**config.mk**
```make
export PLATFORM = sky130hd
export DESIGN_NAME = acc_conv_ctrl
export DESIGN_NICKNAME = d
export VERILOG_FILES = /design/src/verilog/acc_pkg.sv /design/src/verilog/acc_conv_ctrl.sv /design/src/verilog/acc_tad_div.sv
export VERILOG_INCLUDE_DIRS = /design/src /design/src/verilog
export SDC_FILE = /design/constraint.sdc
export NUM_CORES = 1
export LEC_CHECK = 0
export BUFFER_PORTS_ARGS = -buffer_cell sky130_fd_sc_hd__clkbuf_2
export CAP_MARGIN = 10
export CELL_PAD_IN_SITES_DETAIL_PLACEMENT = 2
export CELL_PAD_IN_SITES_GLOBAL_PLACEMENT = 2
export CORE_MARGIN = 1.5
export CORE_UTILIZATION = 29
export CTS_CLUSTER_DIAMETER = 200
export DETAILED_ROUTE_END_ITERATION = 8
export PLACE_DENSITY_LB_ADDON = 0.1
export SLEW_MARGIN = 20
export SYNTH_ARGS = -nofsm -noshare
export SYNTH_HDL_FRONTEND = slang
export SYNTH_HIERARCHICAL = 1
export SYNTH_SLANG_ARGS = --single-unit
```
**constraint.sdc**
```tcl
create_clock -name i_ref_clk -period 2.1 [get_ports i_ref_clk]
set_input_delay 0.42 -clock i_ref_clk [delete_from_list [all_inputs] [get_ports i_ref_clk]]
set_output_delay 0.42 -clock i_ref_clk [all_outputs]
set_load 0.005 [all_outputs]
```
**src/verilog/acc_map.svh**
```systemverilog
`ifndef ACC_MAP_SVH
`define ACC_MAP_SVH

// ==========================================================
// register indices (byte address is four times the index)
`define ACC_IDX_CTRL_A 8'h1F
`define ACC_IDX_CTRL_B 8'h9F
`define ACC_IDX_RES_HI 8'h1E
`define ACC_IDX_RES_LO 8'h9E
`define ACC_IDX_STATUS 8'h20

// ==========================================================
// field positions
`define ACC_A_CLKSEL_LSB 6
`define ACC_A_CHAN_LSB 3
`define ACC_A_GO_BIT 2
`define ACC_A_ON_BIT 0
`define ACC_B_JUST_BIT 7
`define ACC_B_PCFG_LSB 0
`define ACC_S_DONE_BIT 0
`define ACC_S_BUSY_BIT 1

// ==========================================================
// reset values and codes
`define ACC_CTRL_A_RST 8'h00
`define ACC_CTRL_B_RST 8'h00
`define ACC_PIN_AN_RST 5'h1F
`define ACC_CLK_RC 2'h3
`define ACC_SAR_FIRST 10'h200

// ==========================================================
// timing
`define ACC_CLK_PERIOD_NS 100
`define ACC_TCY_NS 400
`define ACC_TCY_CYCLES ((`ACC_TCY_NS + `ACC_CLK_PERIOD_NS - 1) / `ACC_CLK_PERIOD_NS)
`define ACC_TAD_PER_CONV 12
`define ACC_DIV_CODE0 2
`define ACC_DIV_CODE1 8
`define ACC_DIV_CODE2 32

`endif

```
**src/verilog/acc_pkg.sv**
```systemverilog
package acc_pkg;

    typedef enum logic [1:0]
    {
        ACC_ST_IDLE = 2'b00,
        ACC_ST_DELAY = 2'b01,
        ACC_ST_CONV = 2'b10
    } acc_state_t;

    typedef struct packed {
        logic [1:0] clk_sel;
        logic [2:0] chan;
        logic go;
        logic on;
        logic justify;
        logic [3:0] pcfg;
        logic [7:0] res_hi;
        logic [7:0] res_lo;
        logic done;
        acc_state_t st;
        logic [3:0] tad_cnt;
        logic [2:0] dly;
        logic [9:0] sar;
        logic [2:0] cmp_sy;
        logic cmp_f;
        logic [2:0] rc_sy;
        logic rc_f;
        logic [4:0] pin_an;
        logic vhi_pin;
        logic vlo_pin;
        logic powered;
        logic sample;
        logic pready;
        logic pslverr;
        logic [31:0] prdata;
    } acc_ctl_t;

    typedef struct packed {
        logic [5:0] cnt;
        logic rc_prev;
        logic tad;
    } acc_tad_t;

endpackage

```
**src/verilog/acc_conv_ctrl.sv**
```systemverilog
// Overview of operation
// - per-bit clock is oscillator /2, /8, /32 or internal rc by select code.
// - three-bit channel select routes one of five analog inputs.
// - writing go with converter on starts conversion; go reads one while running.
// - hardware clears go at end of conversion.
// - completion loads result, clears go and sets done flag together.
// - converter-on bit enables module; clear shuts it off.
// - unimplemented control bits read zero.
// - format one right-justifies, six upper high bits zero.
// - format zero left-justifies, six lower low bits zero.
// - four-bit field decides analog or digital per shared pin.
// - same field selects upper and lower reference sources.
// - conversion in sleep needs the internal rc clock selected.
// - clearing go mid-conversion aborts, keeps result, restarts acquisition.
// - conversion takes twelve per-bit periods.
// - rc clock waits one instruction cycle; other clocks abort on sleep.
// - reset turns converter off, aborts, makes all pins analog.
`timescale 1ns/1ps
`include "acc_map.svh"

module acc_conv_ctrl
    import acc_pkg::*;
(
    input logic i_ref_clk,           // 10 MHz clock
    input logic i_sys_rst,           // sync reset, active high
    input logic i_psel,              // apb select
    input logic i_penable,           // apb enable
    input logic i_pwrite,            // apb write
    input logic [11:0] i_paddr,      // apb byte address
    input logic [31:0] i_pwdata,     // apb write data
    output logic o_pready,           // apb ready
    output logic [31:0] o_prdata,    // apb read data
    output logic o_pslverr,          // apb error, unmapped address
    input logic i_sleep,             // device in sleep
    input logic i_cmp,               // comparator, input above dac
    input logic i_rc_osc,            // internal rc oscillator
    output logic [2:0] o_chan_sel,   // analog mux select
    output logic [4:0] o_pin_analog, // per pin analog enable
    output logic o_vref_hi_pin,      // upper reference from pin
    output logic o_vref_lo_pin,      // lower reference from pin
    output logic o_powered,          // converter powered
    output logic o_sample,           // hold cap tracking input
    output logic [9:0] o_dac_code,   // sar trial code
    output logic o_done_flag         // conversion done flag
);

    acc_ctl_t ctl_reg;
    acc_ctl_t ctl_next;
    logic tad;
    logic fin;
    logic setup;
    logic access;
    logic hit;
    logic [7:0] idx;
    logic [3:0] bidx;
    logic [6:0] pdec;
    localparam logic [7:0] CA_RST = `ACC_CTRL_A_RST;
    localparam logic [7:0] CB_RST = `ACC_CTRL_B_RST;

    // ==========================================================
    // pin configuration decode {vref hi pin, vref lo pin, analog}
    function automatic logic [6:0] pin_decode(input logic [3:0] c);
        logic [6:0] r;
        r = 7'h1F;
        unique case (c)
            4'h1, 4'h3, 4'hA: r = 7'h5F;
            4'h4: r = 7'h0B;
            4'h5: r = 7'h4B;
            4'h6, 4'h7: r = 7'h00;
            4'h8, 4'hB, 4'hC: r = 7'h7F;
            4'hD: r = 7'h6F;
            4'hE: r = 7'h01;
            4'hF: r = 7'h6D;
            default: r = 7'h1F;
        endcase
        return r;
    endfunction

    // ==========================================================
    // per-bit clock
    acc_tad_div u_tad
    (
        .i_ref_clk(i_ref_clk),
        .i_sys_rst(i_sys_rst),
        .i_run(ctl_reg.st == ACC_ST_CONV),
        .i_sel(ctl_reg.clk_sel),
        .i_rc_lvl(ctl_reg.rc_f),
        .o_tad(tad)
    );

    // ==========================================================
    // next state
    always_comb
    begin
        ctl_next = ctl_reg;
        idx = i_paddr[9:2];
        hit = (i_paddr[11:10] == 2'h0) && (i_paddr[1:0] == 2'h0);
        setup = i_psel && !i_penable;
        access = i_psel && i_penable && ctl_reg.pready;
        fin = 1'b0;
        bidx = 4'h0;
        // pin synchronisers, change taken when stages two and three agree
        ctl_next.cmp_sy = {ctl_reg.cmp_sy[1:0], i_cmp};
        ctl_next.rc_sy = {ctl_reg.rc_sy[1:0], i_rc_osc};
        if (ctl_reg.cmp_sy[1] == ctl_reg.cmp_sy[2])
            ctl_next.cmp_f = ctl_reg.cmp_sy[2];
        if (ctl_reg.rc_sy[1] == ctl_reg.rc_sy[2])
            ctl_next.rc_f = ctl_reg.rc_sy[2];

        // conversion engine
        unique case (ctl_reg.st)
            ACC_ST_IDLE:
                ctl_next.tad_cnt = 4'h0;
            // one instruction cycle before rc conversion
            ACC_ST_DELAY:
                if (ctl_reg.dly == 3'(`ACC_TCY_CYCLES - 1))
                    ctl_next.st = ACC_ST_CONV;
                else
                    ctl_next.dly = ctl_reg.dly + 3'h1;
            ACC_ST_CONV:
            begin
                if (tad)
                begin
                    if (ctl_reg.tad_cnt == 4'(`ACC_TAD_PER_CONV - 1))
                    begin
                        // result, go and done in one event
                        fin = 1'b1;
                        if (ctl_reg.justify)
                        begin
                            ctl_next.res_hi = {6'h00, ctl_reg.sar[9:8]};
                            ctl_next.res_lo = ctl_reg.sar[7:0];
                        end
                        else
                        begin
                            ctl_next.res_hi = ctl_reg.sar[9:2];
                            ctl_next.res_lo = {ctl_reg.sar[1:0], 6'h00};
                        end
                        ctl_next.go = 1'b0;
                        ctl_next.done = 1'b1;
                        ctl_next.st = ACC_ST_IDLE;
                    end
                    else
                    begin
                        ctl_next.tad_cnt = ctl_reg.tad_cnt + 4'h1;
                        if (ctl_reg.tad_cnt != 4'h0)
                        begin
                            bidx = 4'hA - ctl_reg.tad_cnt;
                            ctl_next.sar[bidx] = ctl_reg.cmp_f;
                            if (bidx != 4'h0)
                                ctl_next.sar[bidx - 4'h1] = 1'b1;
                        end
                    end
                end
            end
            default:
            begin
                ctl_next.st = ACC_ST_IDLE;
                ctl_next.go = 1'b0;
            end
        endcase

        // only the rc clock survives sleep
        if (i_sleep && ctl_reg.clk_sel != `ACC_CLK_RC && ctl_reg.st != ACC_ST_IDLE)
        begin
            ctl_next.go = 1'b0;
            ctl_next.st = ACC_ST_IDLE;
        end

        // apb answer in the access phase after setup
        ctl_next.pready = setup;
        if (setup)
        begin
            ctl_next.pslverr = 1'b0;
            ctl_next.prdata = 32'h0000_0000;
            if (hit && idx == `ACC_IDX_CTRL_A)
                ctl_next.prdata[7:0] = {ctl_reg.clk_sel, ctl_reg.chan, ctl_reg.go,
                    1'b0, ctl_reg.on};
            else if (hit && idx == `ACC_IDX_CTRL_B)
                ctl_next.prdata[7:0] = {ctl_reg.justify, 3'h0, ctl_reg.pcfg};
            else if (hit && idx == `ACC_IDX_RES_HI)
                ctl_next.prdata[7:0] = ctl_reg.res_hi;
            else if (hit && idx == `ACC_IDX_RES_LO)
                ctl_next.prdata[7:0] = ctl_reg.res_lo;
            else if (hit && idx == `ACC_IDX_STATUS)
            begin
                ctl_next.prdata[`ACC_S_DONE_BIT] = ctl_reg.done;
                ctl_next.prdata[`ACC_S_BUSY_BIT] = ctl_reg.st != ACC_ST_IDLE;
            end
            else
                ctl_next.pslverr = 1'b1;
        end

        // register writes at the access edge
        if (access && i_pwrite && !ctl_reg.pslverr)
        begin
            if (idx == `ACC_IDX_CTRL_A)
            begin
                ctl_next.clk_sel = i_pwdata[`ACC_A_CLKSEL_LSB +: 2];
                ctl_next.chan = i_pwdata[`ACC_A_CHAN_LSB +: 3];
                ctl_next.on = i_pwdata[`ACC_A_ON_BIT];
                // off shuts the module and any conversion down
                if (!i_pwdata[`ACC_A_ON_BIT])
                begin
                    ctl_next.go = 1'b0;
                    ctl_next.st = ACC_ST_IDLE;
                end
                else if (i_pwdata[`ACC_A_GO_BIT] && !ctl_reg.go)
                begin
                    ctl_next.go = 1'b1;
                    ctl_next.dly = 3'h0;
                    ctl_next.tad_cnt = 4'h0;
                    ctl_next.sar = `ACC_SAR_FIRST;
                    if (i_pwdata[`ACC_A_CLKSEL_LSB +: 2] == `ACC_CLK_RC)
                        ctl_next.st = ACC_ST_DELAY;
                    else
                        ctl_next.st = ACC_ST_CONV;
                end
                // abort leaves result alone, a same-cycle completion keeps its load
                else if (!i_pwdata[`ACC_A_GO_BIT] && ctl_reg.go)
                begin
                    ctl_next.go = 1'b0;
                    ctl_next.st = ACC_ST_IDLE;
                end
            end
            else if (idx == `ACC_IDX_CTRL_B)
            begin
                ctl_next.justify = i_pwdata[`ACC_B_JUST_BIT];
                ctl_next.pcfg = i_pwdata[`ACC_B_PCFG_LSB +: 4];
            end
            else if (idx == `ACC_IDX_RES_HI && !fin)
                ctl_next.res_hi = i_pwdata[7:0];
            else if (idx == `ACC_IDX_RES_LO && !fin)
                ctl_next.res_lo = i_pwdata[7:0];
            // completion set wins over a clear
            else if (idx == `ACC_IDX_STATUS && !i_pwdata[`ACC_S_DONE_BIT] && !fin)
                ctl_next.done = 1'b0;
        end

        if (i_sys_rst)
        begin
            ctl_next = '0;
            {ctl_next.clk_sel, ctl_next.chan, ctl_next.go, ctl_next.on} =
                {CA_RST[7:2], CA_RST[0]};
            {ctl_next.justify, ctl_next.pcfg} = {CB_RST[7], CB_RST[3:0]};
        end

        pdec = pin_decode(ctl_next.pcfg);
        ctl_next.pin_an = i_sys_rst ? `ACC_PIN_AN_RST : pdec[4:0];
        ctl_next.vlo_pin = pdec[5];
        ctl_next.vhi_pin = pdec[6];
        ctl_next.powered = ctl_next.on && !(i_sleep && ctl_next.clk_sel != `ACC_CLK_RC);
        ctl_next.sample = ctl_next.powered && ctl_next.st == ACC_ST_IDLE;
    end

    always_ff @(posedge i_ref_clk)
    begin
        ctl_reg <= ctl_next;
    end

    assign o_pready = ctl_reg.pready;
    assign o_prdata = ctl_reg.prdata;
    assign o_pslverr = ctl_reg.pslverr;
    assign o_chan_sel = ctl_reg.chan;
    assign o_pin_analog = ctl_reg.pin_an;
    assign o_vref_hi_pin = ctl_reg.vhi_pin;
    assign o_vref_lo_pin = ctl_reg.vlo_pin;
    assign o_powered = ctl_reg.powered;
    assign o_sample = ctl_reg.sample;
    assign o_dac_code = ctl_reg.sar;
    assign o_done_flag = ctl_reg.done;

    logic [3:0] tad_seen;
    always_ff @(posedge i_ref_clk)
    begin
        if (i_sys_rst || ctl_reg.st != ACC_ST_CONV)
            tad_seen <= 4'h0;
        else if (tad)
            tad_seen <= tad_seen + 4'h1;
    end
endmodule

```
**src/verilog/acc_tad_div.sv**
```systemverilog
`timescale 1ns/1ps
`include "acc_map.svh"

module acc_tad_div
    import acc_pkg::*;
#(
    parameter int DIV0 = `ACC_DIV_CODE0,
    parameter int DIV1 = `ACC_DIV_CODE1,
    parameter int DIV2 = `ACC_DIV_CODE2
)
(
    input logic i_ref_clk,    // system clock
    input logic i_sys_rst,    // sync reset, active high
    input logic i_run,        // conversion running
    input logic [1:0] i_sel,  // conversion clock select
    input logic i_rc_lvl,     // filtered rc oscillator level
    output logic o_tad        // one-cycle per-bit pulse
);

    acc_tad_t tad_reg;
    acc_tad_t tad_next;
    logic [5:0] lim;

    always_comb
    begin
        unique case (i_sel)
            2'h0: lim = 6'(DIV0 - 1);
            2'h1: lim = 6'(DIV1 - 1);
            default: lim = 6'(DIV2 - 1);
        endcase
        tad_next = tad_reg;
        tad_next.tad = 1'b0;
        if (i_sys_rst)
        begin
            tad_next = '0;
        end
        else if (!i_run)
        begin
            tad_next.cnt = 6'h00;
            tad_next.rc_prev = i_rc_lvl;
        end
        else if (i_sel == `ACC_CLK_RC)
        begin
            tad_next.tad = i_rc_lvl && !tad_reg.rc_prev;
            tad_next.rc_prev = i_rc_lvl;
        end
        else if (tad_reg.cnt == lim)
        begin
            tad_next.cnt = 6'h00;
            tad_next.tad = 1'b1;
        end
        else
        begin
            tad_next.cnt = tad_reg.cnt + 6'h01;
        end
    end

    always_ff @(posedge i_ref_clk)
    begin
        tad_reg <= tad_next;
    end

    assign o_tad = tad_reg.tad;

endmodule
```
==> impl_metrics.yaml <==
outcome:
  status: "completed"
placement:
  dp_cells: 855
  port_buffers: 60
  place_congestion: 0.8174
  place_hpwl_um: 12250
critical_path:
  crit_slowest_cell: "or4_4"
  crit_arrival_ns: 2.28
  cp_max_fo: 7
  path_buf_inv: 2
  max_stage_delay_ns: 0.54
  endpoint_kind: "flop"
  regToRegStartpoint: "o_pready$_SDFF_PP0_"
  required_ns: 2.33
  path_cells: "nand4_1 -> or2_4 -> buf_4 -> or4_4 -> buf_2 -> mux2i_1 -> nor2_1"
  crit_type: "reg -> reg"
  crit_family: "simple AND/OR/NAND/NOR gates"
  timing.critical_path.from: "o_pready$_SDFF_PP0_"
  crit_path_start_kind: "flop"
logic_synthesis:
  synthArstFlopShare_pct: 0
  synth_xor_area_share_pct: 0.9237
  synth_edf_count: 0
  synth_area_leaders: "dfxtp_1 35%, buf_4 8.1%, a21oi_1 5.5%"
  seq_area_frac_synth_pct: 35.05
  yosysWarnings: 6
  synth_top_cell_area_share_pct: 35.05
  synth_cell_type_count: 68
  synth_cells: 566
  synth.mux.area_fraction_pct: 5.806
  synth_area_leader_cell: "dfxtp_1"
  synth_compound_area_share_pct: 18.08
  syn_area_per_cell_um2: 8.376
  synthesis.area_um2: 4741
  synthFlopType: "dfxtp_1"
  synthAdderAreaFrac_pct: 3.695
  yosys.area_share.simple_pct: 24.49
  synth_top_family_by_area: "simple AND/OR/NAND/NOR gates"
  synth.ff_latch_count: 83
job:
  maxCapViolations: 0
pwr:
  power_mw: 3.392
  peakVddDrop_uv: 362.0
  pwr_density_cell_nw_per_um2: 571.1
  leakage_nw: 2.396
floorplanning:
  die_w_um: 130.9
  row_count: 46
  start_util_pct: 29.74
  fp.dieH_um: 130.9
  ios: 109
  dieArea_um2: 17120
  coreArea_um2: 15940
sta:
  hold_viol: 0
  maxSlewViolCount: 0
  rsz0062_at_grt: "yes"
  clock.fmax_mhz: 488.0
  setup_violations: 0
  maxSlewHeadroom_pct: 54.99
  setup_tns_ns: 0
  fin_skew_ns: 0.009411
  worst_pin_slew_ns: 0.6743
  min_period_ns: 2.049
  period_share_pct: 97.57
detailed_routing:
  first_iter_violations: 200
  routedWlPerCell_um: 18.65
  drtAntennaViolNets: 0
  vias_per_cell: 5.066
  vias: 4433
  drc: 0
  dr.pass1.iters: 5
  totalWireLength_um: 16320
layout:
  stdcell_count: 875
  antenna_cells: 0
  largest_reg_flops: 42
  mostFrequentLayoutCells: "80 x dfxtp_1, 73 x buf_4, 60 x clkbuf_2"
  final_nets: 720
  drive_above_1_share_pct: 30.80
  final_common_cell: "dfxtp_1"
  syn2layout_area_growth_pct: 25.28
clock_tree:
  cts_root_buf: "clkbuf_16"
  h-tree-depth: 3
  clk_path_buf_depth: 2
  clock-sinks: 83
  clkTransAtPathRegs_ns: 0.07
  numCtsBuffers: 9
  clock_latency_ns: 0.35
  cts_tree: "built"
  hold_buffers: 0
min_path:
  min-delay-start: "i_cmp"
  hp-class: "in -> reg"
global_routing:
  overflow: 0
  grt_usage_pct: 19.77
  grt_pass1_wl_um: 25720
  grt_pass1_vias: 4684
  grt_max_degree: 50
  antenna_found_initial: 0
-- cell families after synthesis --
family | Yosys count
AOI/OAI and AO/OA | 134
muxes | 27
adders and majority gates | 14
and+or+nand+nor | 207
xor gates and xnor gates | 5
DFF | 83
other | 1
buffers and inverters | 95
-- Yosys cell counts (9+ instances only) --
library cell and number:
a21oi_1 52, nand2_1 39, buf_4 51, dfxtp_1 83, nand3b_1 9, o21ai_0 28, ha_1 14, nor2b_1 15
clkbuf_1 26, nor2_1 51, mux2i_1 23, inv_1 11, nand3_1 29
-- cell type report --
type                            instances  area (um^2)
Fill cell                            1840        10000
Multi-Input combinational cell        411         2751
Sequential cell                        83         1665
Timing Repair Buffer                  138        915.9
Tap cell                              216        270.3
Clock buffer                           10        229.0
Clock inverter                          6        66.31
Inverter                               11        41.29
-- per-stage QoR --
step / setup WS [ns] / instance area, um^2 / hold slack [ns] / utilization (%)
final: 0.05102 / 5939 / 0.2831 / 37.25
after detailed placement: -0.3783 / 5466 / 0.4530 / 34.29
after global routing: -0.04502 / 5939 / 0.3014 / 37.25
after CTS: 0.01891 / 5832 / 0.2733 / 36.58
after floorplan: -0.02951 / 4841 / 0.4138 / -
after global placement: -0.3377 / 5466 / 0.4310 / 34.29
-- worst paths after layout --
path / endpoint / slack [ns] / depth (start not counted)
worst max-delay path: ctl_reg[80]$_SDFF_PP0_ / 0.05 / 7
worst min-delay path: ctl_reg[48]$_SDFF_PP0_ / 0.28 / 2
worst max register to register: ctl_reg[80]$_SDFF_PP0_ / 0.05 / 7
worst min register to register: ctl_reg[63]$_SDFF_PP0_ / 0.46 / 2
-- power by group --
part | leakage, nW | internal (mW) | total, mW | switching, mW
combinational | 1.58 | 0.0735 | 0.185 | 0.111
clock | 0.146 | 0.924 | 1.61 | 0.689
sequential | 0.672 | 1.59 | 1.59 | 0.00806
-- routing by layer --
layer	global-route usage, %	up-vias	share of wire [%]
met4	5.753	0	1.1
met1	25.95	2233	47
met3	2.484	14	1.9
met2	34.02	58	50
met5	0	-	0
li1	-	2128	-
-- repair_timing --
item	CTS	global route
cloned	0	1
setup endpoints to repair	22	36
pin swaps	1	7
resized for setup	13	22
buffers inserted	0	3
Note: power is estimated with default switching activity, not from simulation.
